<file path="src/logic/press_cycle_pkg.sv">
// Package with register map, field layout, timing constants and carriers of the press cycle block
package press_cycle_pkg;

	// Clock and time base
	localparam int CLK_PERIOD_NS = 10;
	localparam int MS_NS = 1000000;
	localparam int MS_CYCLES = MS_NS / CLK_PERIOD_NS;

	// Start and cycle pulse limits in milliseconds
	localparam logic [15:0] PULSE_MIN_SHORT_MS = 16'd100;
	localparam logic [15:0] PULSE_MIN_LONG_MS = 16'd350;
	localparam logic [15:0] PULSE_MAX_MS = 16'd30000;

	// Restart interlock codes
	localparam logic [1:0] INTERLOCK_NEVER = 2'h1;
	localparam logic [1:0] INTERLOCK_ALWAYS = 2'h2;
	localparam logic [1:0] INTERLOCK_DOWNSTROKE = 2'h3;

	// Register byte offsets
	localparam logic [7:0] OFS_CTRL = 8'h00;
	localparam logic [7:0] OFS_CYCLE_LIMIT = 8'h04;
	localparam logic [7:0] OFS_CYCLE_COUNT = 8'h08;
	localparam logic [7:0] OFS_MUTE_MAX = 8'h0c;
	localparam logic [7:0] OFS_STATUS = 8'h10;
	localparam logic [7:0] OFS_IRQ_STAT = 8'h14;
	localparam logic [7:0] OFS_IRQ_CLR = 8'h18;
	localparam logic [7:0] OFS_IRQ_EN = 8'h1c;

	// Control register fields
	localparam int CTRL_INTERLOCK_LSB = 0;
	localparam int CTRL_LONG_PULSE_BIT = 2;
	localparam int CTRL_ERR_EN_BIT = 3;
	localparam int CTRL_START_REL_EN_BIT = 4;

	// Reset values
	localparam logic [1:0] RST_INTERLOCK = INTERLOCK_ALWAYS;
	localparam logic [15:0] RST_CYCLE_LIMIT = 16'h7530;
	localparam logic [3:0] RST_CYCLE_COUNT = 4'h1;
	localparam logic [15:0] RST_MUTE_MAX = 16'h0000;

	// Event bits of the interrupt registers
	localparam int IRQ_BITS = 4;
	localparam int EV_TIMEOUT = 0;
	localparam int EV_INTRUSION = 1;
	localparam int EV_WRONG_POS = 2;
	localparam int EV_START_OK = 3;

	typedef enum logic [1:0] {
		ST_START = 2'b00,
		ST_CYCLE = 2'b01,
		ST_RUN = 2'b10
	} press_state_type;

	typedef struct packed {
		logic static_release;
		logic start_release;
		logic cycle;
		logic top;
		logic startup;
		logic start;
		logic drive_release;
	} press_in_type;

	typedef struct packed {
		logic release_out;
		logic start_req;
		logic cycle_req;
		logic cycle_timeout;
		logic intrusion;
		logic wrong_pos;
		logic error_flag;
	} press_out_type;

	typedef struct packed {
		logic [1:0] interlock;
		logic long_pulse;
		logic err_en;
		logic start_rel_en;
		logic [15:0] cycle_limit;
		logic [3:0] cycle_count;
		logic [15:0] mute_max;
	} press_cfg_type;

endpackage

</file>
<file path="src/logic/press_cycle_output_logic.sv">
// Press cycle release, request and error logic with APB register file
`timescale 1ns/1ps
module press_cycle_output_logic #(
	parameter int MS_TICK_CYCLES = press_cycle_pkg::MS_CYCLES
) (
	input wire logic clk_sys, // System clock
	input wire logic rst_b, // Synchronous reset, active low
	input wire logic psel, // APB select
	input wire logic penable, // APB enable
	input wire logic pwrite, // APB direction
	input wire logic [7:0] paddr, // APB byte address
	input wire logic [31:0] pwdata, // APB write data
	output logic [31:0] prdata, // APB read data
	output logic pready, // APB ready
	output logic pslverr, // APB error on unmapped address
	input wire press_cycle_pkg::press_in_type press_in, // Press and light curtain inputs
	output press_cycle_pkg::press_out_type press_out, // Release and status outputs
	output logic irq // Level interrupt
);
	import press_cycle_pkg::*;

	press_cfg_type cfg;
	press_state_type state;
	press_state_type next_state;
	logic [IRQ_BITS-1:0] irq_stat;
	logic [IRQ_BITS-1:0] irq_en;
	logic [31:0] tick_cnt;
	logic ms_tick;
	logic start_prev;
	logic cycle_prev;
	logic top_prev;
	logic [15:0] start_ms;
	logic [15:0] cycle_low_ms;
	logic [15:0] seq_ms;
	logic [15:0] mute_ms;
	logic [3:0] cycles_seen;
	logic start_ok;
	logic cycle_ok;
	logic cycle_rise;
	logic cycle_timeout;
	logic intrusion;
	logic wrong_pos;

	// Time base
	wire tick_wrap = (tick_cnt == 32'(MS_TICK_CYCLES - 1));

	always_ff @(posedge clk_sys) begin
		if (!rst_b) begin
			tick_cnt <= 32'h0;
			ms_tick <= 1'b0;
		end else begin
			tick_cnt <= tick_wrap ? 32'h0 : tick_cnt + 32'h1;
			ms_tick <= tick_wrap;
		end
	end

	// Start and cycle pulse qualification
	wire [15:0] pulse_min = cfg.long_pulse ? PULSE_MIN_LONG_MS : PULSE_MIN_SHORT_MS;
	wire start_fall = start_prev & ~press_in.start;
	wire start_valid = start_fall & (start_ms >= pulse_min) & (start_ms <= PULSE_MAX_MS);
	wire cycle_rise_now = ~cycle_prev & press_in.cycle;
	wire cycle_valid = cycle_rise_now & (cycle_low_ms >= pulse_min);
	wire top_rise = ~top_prev & press_in.top;

	always_ff @(posedge clk_sys) begin
		if (!rst_b) begin
			start_prev <= 1'b0;
			cycle_prev <= 1'b1;
			// Top idles high at the dead centre, so no false rise after reset
			top_prev <= 1'b1;
			start_ms <= 16'h0;
			cycle_low_ms <= 16'h0;
			start_ok <= 1'b0;
			cycle_ok <= 1'b0;
			cycle_rise <= 1'b0;
		end else begin
			start_prev <= press_in.start;
			cycle_prev <= press_in.cycle;
			top_prev <= press_in.top;
			if (!press_in.start)
				start_ms <= 16'h0;
			else if (ms_tick && start_ms <= PULSE_MAX_MS)
				start_ms <= start_ms + 16'h1;
			if (press_in.cycle)
				cycle_low_ms <= 16'h0;
			else if (ms_tick && cycle_low_ms <= PULSE_MAX_MS)
				cycle_low_ms <= cycle_low_ms + 16'h1;
			start_ok <= start_valid;
			cycle_ok <= cycle_valid;
			cycle_rise <= cycle_rise_now;
		end
	end

	// Startup muting bypasses the cycle input during the startup stroke
	wire mute_en = (cfg.mute_max != 16'h0);
	wire muted = mute_en & press_in.startup & ~press_in.top & (mute_ms < cfg.mute_max);
	wire cycle_clear = press_in.cycle | muted;

	// Sequence conditions
	wire start_gate = ~cfg.start_rel_en | press_in.start_release;
	wire start_taken = (state == ST_START) & start_ok & press_in.static_release
		& start_gate & ~wrong_pos;
	wire cycles_done = (cycles_seen >= cfg.cycle_count);
	wire limit_hit = (cfg.cycle_limit != 16'h0) & (seq_ms >= cfg.cycle_limit);
	wire run_stop = (state == ST_RUN) & (~press_in.static_release | ~cycle_clear);
	wire bad_cycle = (state == ST_RUN) & ~cycle_clear;
	wire stroke_end = (state == ST_RUN) & top_rise;
	wire intr_start_only = (cfg.interlock == INTERLOCK_ALWAYS)
		| ((cfg.interlock == INTERLOCK_NEVER) & mute_en);
	wire need_start = (cfg.interlock == INTERLOCK_ALWAYS)
		| ((cfg.interlock == INTERLOCK_DOWNSTROKE) & ~press_in.top)
		| (bad_cycle & intr_start_only);
	wire go_run = (state == ST_CYCLE) & cycles_done & press_in.static_release
		& press_in.cycle & ~wrong_pos & ~cycle_timeout & ~limit_hit;

	always_comb begin
		next_state = state;
		unique case (state)
			ST_START: begin
				if (start_taken)
					next_state = ST_CYCLE;
			end
			ST_CYCLE: begin
				if (limit_hit)
					next_state = ST_START;
				else if (go_run)
					next_state = ST_RUN;
			end
			ST_RUN: begin
				if (run_stop)
					next_state = need_start ? ST_START : ST_CYCLE;
				else if (stroke_end)
					next_state = (cfg.interlock == INTERLOCK_ALWAYS) ? ST_START : ST_CYCLE;
			end
			default: next_state = ST_START;
		endcase
	end

	// Error and position flags; a set in the same cycle wins over the clear
	wire intr_ack_edge = (cfg.interlock == INTERLOCK_NEVER) & ~mute_en & cycle_rise;
	wire intr_ack_cycles = (cfg.interlock == INTERLOCK_DOWNSTROKE) & go_run;
	wire intr_clear = start_taken | intr_ack_edge | intr_ack_cycles;
	wire wrong_set = run_stop & ~press_in.top;
	wire wrong_clear = press_in.top & ~press_in.drive_release;

	always_ff @(posedge clk_sys) begin
		if (!rst_b) begin
			state <= ST_START;
			cycle_timeout <= 1'b0;
			intrusion <= 1'b0;
			wrong_pos <= 1'b0;
		end else begin
			state <= next_state;
			if (limit_hit && state == ST_CYCLE)
				cycle_timeout <= 1'b1;
			else if (start_taken)
				cycle_timeout <= 1'b0;
			if (bad_cycle)
				intrusion <= 1'b1;
			else if (intr_clear)
				intrusion <= 1'b0;
			if (wrong_set)
				wrong_pos <= 1'b1;
			else if (wrong_clear)
				wrong_pos <= 1'b0;
		end
	end

	// Sequence timer, cycle counter and muting timer
	always_ff @(posedge clk_sys) begin
		if (!rst_b) begin
			seq_ms <= 16'h0;
			cycles_seen <= 4'h0;
			mute_ms <= 16'h0;
		end else begin
			if (state != ST_CYCLE)
				seq_ms <= 16'h0;
			else if (ms_tick && seq_ms != 16'hffff)
				seq_ms <= seq_ms + 16'h1;
			if (state != ST_CYCLE)
				cycles_seen <= 4'h0;
			else if (cycle_ok && !cycles_done)
				cycles_seen <= cycles_seen + 4'h1;
			if (!press_in.startup || press_in.top)
				mute_ms <= 16'h0;
			else if (ms_tick && mute_ms != 16'hffff)
				mute_ms <= mute_ms + 16'h1;
		end
	end

	// Output stage
	wire errors = cycle_timeout | intrusion;
	wire next_start_req = (next_state == ST_START);
	wire next_release = (next_state == ST_RUN) & press_in.static_release & cycle_clear
		& ~errors & ~next_start_req;
	wire next_cycle_req = (next_state == ST_CYCLE) & ~cycles_done;
	wire next_timeout = (limit_hit & state == ST_CYCLE) | (cycle_timeout & ~start_taken);
	wire next_intr = bad_cycle | (intrusion & ~intr_clear);
	wire next_err = cfg.err_en & (next_timeout | next_intr);
	wire next_wrong = wrong_set | (wrong_pos & ~wrong_clear);

	always_ff @(posedge clk_sys) begin
		if (!rst_b) begin
			press_out <= '0;
			press_out.start_req <= 1'b1;
		end else begin
			press_out.release_out <= next_release;
			press_out.start_req <= next_start_req;
			press_out.cycle_req <= next_cycle_req;
			press_out.cycle_timeout <= next_timeout;
			press_out.intrusion <= next_intr;
			press_out.wrong_pos <= next_wrong;
			press_out.error_flag <= next_err;
		end
	end

	// APB slave, one wait-free access phase
	wire setup = psel & ~penable & ~pready;
	wire access = psel & penable & pready;
	wire wr = access & pwrite;
	wire hit_ctrl = (paddr == OFS_CTRL);
	wire hit_limit = (paddr == OFS_CYCLE_LIMIT);
	wire hit_count = (paddr == OFS_CYCLE_COUNT);
	wire hit_mute = (paddr == OFS_MUTE_MAX);
	wire hit_status = (paddr == OFS_STATUS);
	wire hit_istat = (paddr == OFS_IRQ_STAT);
	wire hit_iclr = (paddr == OFS_IRQ_CLR);
	wire hit_ien = (paddr == OFS_IRQ_EN);
	wire mapped = hit_ctrl | hit_limit | hit_count | hit_mute | hit_status
		| hit_istat | hit_iclr | hit_ien;
	wire [31:0] ctrl_word = {27'h0, cfg.start_rel_en, cfg.err_en, cfg.long_pulse,
		cfg.interlock};
	wire [31:0] status_word = {23'h0, state, press_out};
	wire [31:0] rd_word = hit_ctrl ? ctrl_word
		: hit_limit ? {16'h0, cfg.cycle_limit}
		: hit_count ? {28'h0, cfg.cycle_count}
		: hit_mute ? {16'h0, cfg.mute_max}
		: hit_status ? status_word
		: hit_istat ? {28'h0, irq_stat}
		: hit_ien ? {28'h0, irq_en}
		: 32'h0;

	always_ff @(posedge clk_sys) begin
		if (!rst_b) begin
			pready <= 1'b0;
			pslverr <= 1'b0;
			prdata <= 32'h0;
		end else begin
			pready <= setup;
			pslverr <= setup & ~mapped;
			prdata <= (setup && !pwrite) ? rd_word : 32'h0;
		end
	end

	always_ff @(posedge clk_sys) begin
		if (!rst_b) begin
			cfg.interlock <= RST_INTERLOCK;
			cfg.long_pulse <= 1'b0;
			cfg.err_en <= 1'b1;
			cfg.start_rel_en <= 1'b0;
			cfg.cycle_limit <= RST_CYCLE_LIMIT;
			cfg.cycle_count <= RST_CYCLE_COUNT;
			cfg.mute_max <= RST_MUTE_MAX;
		end else if (wr) begin
			if (hit_ctrl) begin
				cfg.interlock <= pwdata[CTRL_INTERLOCK_LSB +: 2];
				cfg.long_pulse <= pwdata[CTRL_LONG_PULSE_BIT];
				cfg.err_en <= pwdata[CTRL_ERR_EN_BIT];
				cfg.start_rel_en <= pwdata[CTRL_START_REL_EN_BIT];
			end
			if (hit_limit)
				cfg.cycle_limit <= pwdata[15:0];
			if (hit_count)
				cfg.cycle_count <= pwdata[3:0];
			if (hit_mute)
				cfg.mute_max <= pwdata[15:0];
		end
	end

	// Sticky events, write-one-to-clear; a new event wins over the clear
	logic [IRQ_BITS-1:0] events;
	assign events[EV_TIMEOUT] = next_timeout & ~press_out.cycle_timeout;
	assign events[EV_INTRUSION] = next_intr & ~press_out.intrusion;
	assign events[EV_WRONG_POS] = next_wrong & ~press_out.wrong_pos;
	assign events[EV_START_OK] = start_taken;
	wire [IRQ_BITS-1:0] clr_mask = (wr & hit_iclr) ? pwdata[IRQ_BITS-1:0] : '0;
	wire [IRQ_BITS-1:0] next_irq_stat = (irq_stat & ~clr_mask) | events;

	always_ff @(posedge clk_sys) begin
		if (!rst_b) begin
			irq_stat <= '0;
			irq_en <= '0;
			irq <= 1'b0;
		end else begin
			irq_stat <= next_irq_stat;
			if (wr && hit_ien)
				irq_en <= pwdata[IRQ_BITS-1:0];
			irq <= |(next_irq_stat & irq_en);
		end
	end

endmodule

</file>
<file path="config.mk">
export PLATFORM = sky130hd
export DESIGN_NAME = press_cycle_output_logic
export DESIGN_NICKNAME = d
export VERILOG_FILES = /design/src/logic/press_cycle_pkg.sv /design/src/logic/press_cycle_output_logic.sv
export SDC_FILE = /design/constraint.sdc
export NUM_CORES = 1
export LEC_CHECK = 0
export BUFFER_PORTS_ARGS = -buffer_cell sky130_fd_sc_hd__buf_2
export CAP_MARGIN = 20
export CORE_ASPECT_RATIO = 1.1
export CORE_MARGIN = 5
export CORE_UTILIZATION = 40
export DETAILED_ROUTE_END_ITERATION = 16
export PLACE_DENSITY = 0.59
export SYNTH_ARGS = -nofsm -noshare
export SYNTH_HDL_FRONTEND = slang
export SYNTH_SLANG_ARGS = --single-unit
</file>
<file path="constraint.sdc">
create_clock -name clk_sys -period 5.5 [get_ports clk_sys]
set_input_delay 0.275 -clock clk_sys [delete_from_list [all_inputs] [get_ports clk_sys]]
set_output_delay 0.275 -clock clk_sys [all_outputs]
set_load 0.03 [all_outputs]
</file>
==> metrics, run 1 <==
critical path arrival=approximately 3200 ps; Initial Util=0.408; adder-cell share of the synthesized area=0.0683; Rows=58; Max Cap Violations=0; outcome=complete, no violations; Layout Nets=1,229; HPWL after DPL=approximately 16,000 um; total power draw=0.00277 W; H-Tree Level Count=4; register bit count reported by yosys=187; asr flop ratio synth=0; critical hold path startpoint=pwdata[11]; total CTS buffers=17; GRT Total Usage=0.168; final WL=between 20,000 and 25,000 um; 1st-iter DRT viols=379; Post-DRT Antenna Nets=0; Setup Viol. Count Final=0; die footprint=26,500 sq um; combinational fraction of design power=0.029; global placement routability congestion=0.804; r2r setup slk=2650 ps; crit end category=register; CTS clock-pin slew for the worst setup and hold paths=70 ps; CP Max Fanout=7; register area share after synthesis=0.401; multiplexer area fraction after synthesis=0.0312; worst skew pair latency=between 400 and 500 ps; Synth Area in Compound Gates=0.113; RR Endpoint=irq; actual slew at the worst max-slew pin=~1100 ps; Worst EP required=5810 ps; first-pass GRT wire length=approximately 36,000 um; initial antenna violation count=1; I/O pin total=between 90 and 100; f_max=~0.35 GHz; Post-CTS Resized=0; Post-CTS Setup Bufs=0; root buffer cell=clkbuf_16; top-area cell type share of the netlist area=0.401; pin count of the biggest net entering global routing=75; CTS tree=yes; register share of total power=0.491; via count=7,480; grt ovf=0; Synth cell types=84; clock network power share=0.480; DP Area=9840 sq um; worst hold path depth=3; final slew viol count=0; core area=~23,000 sq um; Sw Ratio=0.213; Post-synth EDFFs=0; iteration count of the initial detailed-routing pass=5; drt via density=slightly above 5; most common cell in the netlist=dfxtp_1; clock sinks=187; Synth Area in XOR/XNOR=0.0750; hold-fix buffers at CTS=0; final hold vios=0; Post-Synthesis Cell Area=9350 sq um; FF-to-FF Start=seq_ms[0]; Syn Inst Count=1,076; Net Switching=between 0.0005 and 0.0006 W; Power Density=264 nW/um^2; Max transition margin=0.277; element type at the critical path start=register; TNS Setup=0 ps; internal power=0.00218 W; Design Area, Final=about 10,000 sq um; I/O Buffers=61; leak pwr=3.72 nW; die height=170 um; synth warn=0; period utilization=0.518; clock buffer depth=2; worst clock skew=12.0 ps; largest family of logic cells by synthesized area=simple AND/OR/NAND/NOR gates; Simple-Gate Fraction of Synth Area=0.257; vias in the first global route=~7,100; worst reg-to-reg path cell count=9; WS Path Type=register to register; RSZ-0062 raised after global routing=no; Most used DFF post-synth=dfxtp_1; Post-synth top cells=187 x dfxtp_1, 143 x nor2_1, 94 x nand2_1; hold endpoint=cfg[31]; worst min path class=input pin to register; Area Overhead vs Synth=12.1%; remaining routing DRC violations=0; VDD IR max=186 uV; Chip Width=between 150 and 200 um; minimum clock period=2850 ps; largest cells by area after synthesis=dfxtp_1 40%, ha_1 6.8%, nor2_1 5.7%; wire per inst=15.3 um; share of layout cells above drive strength 1=0.102; Avg Cell Area, Syn=8.69 sq um; Synth area leader=dfxtp_1
==> cell type report <==
type | instances | area (sq um)
flip-flops and latches | 187 | 3740
diodes | 2 | 5.00
well taps | 300 | 375
inverters | 62 | 233
fillers | 2319 | 12500
clock buffers | 22 | 474
repair buffers | 65 | 335
clock inverters | 9 | 160
multi-input cells | 793 | 5150
==> per-stage QoR <==
stage / hold slack (ps) / setup WS, ps / utilization / cells
after global placement: 432 / 2450 / 0.429 / 1407
after global routing: 82.2 / 2440 / 0.457 / 1438
after floorplan: 374 / 2980 / - / 1091
after detailed placement: 439 / 2420 / 0.429 / 1407
after CTS: 69.3 / 2630 / 0.457 / 1438
final: 89.3 / 2650 / 0.457 / 1440
==> state kept, by name, indices dropped and copies added, names as in the netlist, 7 cells and up <==
name	flops
seq_ms	16
prdata	16
start_ms	16
tick_cnt	32
cycle_low_ms	16
cfg	41
mute_ms	16
press_out	7
==> cell families (layout without fill, tap and decap cells) <==
logic type	Yosys count	in the layout
AO/OA/AOI/OAI	149	149
XOR/XNOR	80	80
adder cells (fa/ha/maj)	51	51
buffers and inverters	111	158
flip-flops	187	187
multiplexers	29	29
other	1	18
AND/OR/NAND/NOR	468	468
==> how the worst max path moves through the flow <==
stage	start	end	slack, ps
2_1_floorplan	cfg[13]	press_out[5]	2980
3_3_place_gp	paddr[0]	cfg[23]	2450
3_5_place_dp	paddr[0]	cfg[28]	2420
4_1_cts	seq_ms[0]	irq	2630
5_1_grt	seq_ms[0]	irq	2440
6_report	seq_ms[0]	irq	2650
==> worst max-delay path, cell delays in order, from the launching register on <==
cell,delay (ps)
dfxtp_1,370
inv_1,80
ha_1,260
nand2b_1,140
a2111o_1,410
a311o_1,360
o21bai_2,360
a21oi_1,150
o31a_1,260
a311o_1,340
==> layer usage <==
metal	part of all wire	track usage
met1	0.47	0.225
met5	0.00059	0
met4	0.011	0.0464
met2	0.46	0.275
met3	0.051	0.0374
==> power by group through the flow <==
stage	Clock, W	Sequential [W]	Combinational [W]
6_report	0.00133	0.00136	0.0000789
5_1_grt	0.00142	0.00136	0.0000863
4_1_cts	0.00136	0.00136	0.0000794
3_5_place_dp	0	0.00139	0.0000790
3_3_place_gp	0	0.00139	0.0000794
2_1_floorplan	0	0.00139	0.0000571
==> layout by cell type (no fill, tap or decap), types with 33 or more instances in the layout <==
cell type  instances
buf_2             61
dfxtp_1          187
ha_1              51
inv_1             62
nand2_1           94
nand3_1           40
nand4_1           33
nor2_1           143
nor2b_1           33
xnor2_1           39
xor2_1            41
(Power assumes the default switching activity.)
==> inputs of run 2 (changes only) <==
clock period = 2.9 ns   (was 5.5 ns; I/O delays follow)
==> metrics, run 2 (same netlist as run 1, synthesis figures left out) <==
outcome=complete, no violations; actual slew at the worst max-slew pin=723 ps (-358 ps); final hold vios=0 (unchanged); most used routing layer=met2; multi-input logic area=5150 sq um (unchanged); worst min path class=input pin to register; die footprint=26,500 sq um (unchanged); Largest Register=cfg; critical path's slowest cell=or4_4; Area Overhead vs Synth=14.0%; final slew viol count=0 (unchanged); f_max=0.372 GHz (+6.2%); wire per inst=15.3 um (+0.26%); global placement routability congestion=0.842 (+4.7%); CP Max Fanout=5 (-2); largest delay contributor family on the critical path=compound AO/OA/AOI/OAI gates; element type at the critical path start=register; period utilization=0.926 (+0.408); share of layout cells above drive strength 1=0.113 (+0.0113); WS Path Type=register to register; initial antenna violation count=1 (unchanged); register cell area after layout=3740 sq um (unchanged); RR Endpoint=irq; Power Density=472 nW/um^2 (+79%); drt via density=5.19 (about the same); minimum clock period=2690 ps (-166 ps); clock sinks=187 (unchanged); Post-DRT Antenna Nets=0 (unchanged); core area=22,900 sq um (unchanged); worst skew pair latency=430 ps (about the same); vias in the first global route=7,193 (+1.3%); GRT Total Usage=0.169 (+0.00108); fillers=2,262 (-2.5%); worst reg-to-reg path cell count=9 (unchanged); diodes inserted=0 (-2); CTS clock-pin slew for the worst setup and hold paths=70 ps (about the same); Max transition margin=0.517 (+0.240); grt ovf=0 (unchanged); RSZ-0062 raised after global routing=no; critical path arrival=3000 ps (-160 ps); most frequent cells in the layout=187 x dfxtp_1, 143 x nor2_1, 94 x nand2_1; TNS Setup=0 ps (unchanged); Setup Viol. Count Final=0 (unchanged); final WL=22,500 um (+2.1%); H-Tree Level Count=4 (unchanged); commonest non-fill, non-tap cell in the layout=dfxtp_1; Initial Util=0.408 (unchanged); via count=7,612 (+1.8%); 1st-iter DRT viols=414 (+9.2%); FF-to-FF Start=mute_ms[13]; VDD IR max=368 uV (+98%); fin util=0.464 (+0.00747); clock buffer depth=2 (unchanged); leak pwr=3.81 nW (+2.5%); Worst Path Buf+Inv=1 (unchanged); I/O Buffers=61 (unchanged); root buffer cell=clkbuf_16; die height=170 um (unchanged); remaining routing DRC violations=0 (unchanged); top flop regs=cfg (41), tick_cnt (32); crit end category=register; total power draw=0.00503 W (+82%); Max Cap Violations=0 (unchanged); worst hold path depth=3 (unchanged); worst clock skew=11.8 ps (-0.222 ps); Rows=58 (unchanged); Post-CTS Setup Bufs=0 (unchanged); Largest register FFs=41 (unchanged); M1 GR Usage=0.228 (+0.00363); iteration count of the initial detailed-routing pass=5 (unchanged); first-pass GRT wire length=36,500 um (+0.97%); I/O pin total=94 (unchanged); Layout Nets=1,256 (+2.2%); hold endpoint=cfg[25]; critical path's largest stage delay=520 ps (+110 ps); HPWL after DPL=16,800 um (+2.9%); Post-CTS Resized=0 (unchanged); M3 GR Usage=0.0417 (+0.00432); cells along the critical path=ha_1 > a211oi_1 > nor2_1 > or4_4 > a211oi_4 > buf_4 > or2_1 > a31oi_1 > a311o_1; GR Util met2=0.275 (+0.000565); Worst EP required=3220 ps (-2590 ps); total CTS buffers=17 (unchanged); critical hold path startpoint=pwdata[5]; Chip Width=156 um (unchanged); hold-fix buffers at CTS=13 (+13); CTS tree=yes; r2r setup slk=210 ps (-2430 ps); pin count of the biggest net entering global routing=74 (-1.3%)
run 2: cell count changes in the layout (fill, tap and decap cells not counted), sizes merged:
| cell | change |
|---|---|
| buf | +14 |
| dlygate4sd3 | +13 |
| bufinv | -3 |
| clkbuf | -3 |
| inv | +3 |
| clkinv | +2 |
| clkinvlp | +2 |
| diode | -2 |
run 2: report_power, final:
part | switching [W] | internal (W)
clock | 0.00106 | 0.00123
sequential | 0.00000461 | 0.00257
combinational | 0.000114 | 0.0000547
total | 0.00117 | 0.00386
run 2: worst max-delay path by stage:
stage                 from           end  slack [ps]  cells past startpoint
5_1_grt            cfg[13]           irq          60                     10
2_1_floorplan      cfg[13]  press_out[5]         380                      9
3_3_place_gp       cfg[12]           irq         250                     10
4_1_cts        mute_ms[13]           irq         220                      9
6_report       mute_ms[13]           irq         210                      9
3_5_place_dp   mute_ms[13]           irq         250                      9
run 2: area by class of cell:
class | count | area share
inverter | 62 | 0.0218
tap | 300 | 0.0352
multi-input combinational | 793 | 0.484
clock buffer | 19 | 0.0416
timing repair buffer | 92 | 0.0536
sequential | 187 | 0.351
clock inverter | 13 | 0.0125
run 2: per-stage QoR:
stage          cell area (sq um)  hold WS [ps]  std cells  worst slack, ps
4_1_cts                    10700         0.708       1466              218
2_1_floorplan               9400           244       1091              384
3_3_place_gp                9950           384       1421              250
5_1_grt                    10700          20.4       1466             63.6
3_5_place_dp                9950           389       1421              245
6_report                   10700          17.2       1466              214
run 2: tightest hold or removal path: stages:
cell	delay (ps)
buf_2	120
nand2_1	60
o211ai_1	80
run 2: layer usage:
metal / wire length [um] / vias up / share of wire
li1: - / 3873 / -
met1: 10600 / 3583 / 0.47
met2: 10500 / 134 / 0.47
met3: 1110 / 20 / 0.049
met4: 229 / 2 / 0.010
met5: 12 / - / 0.00053
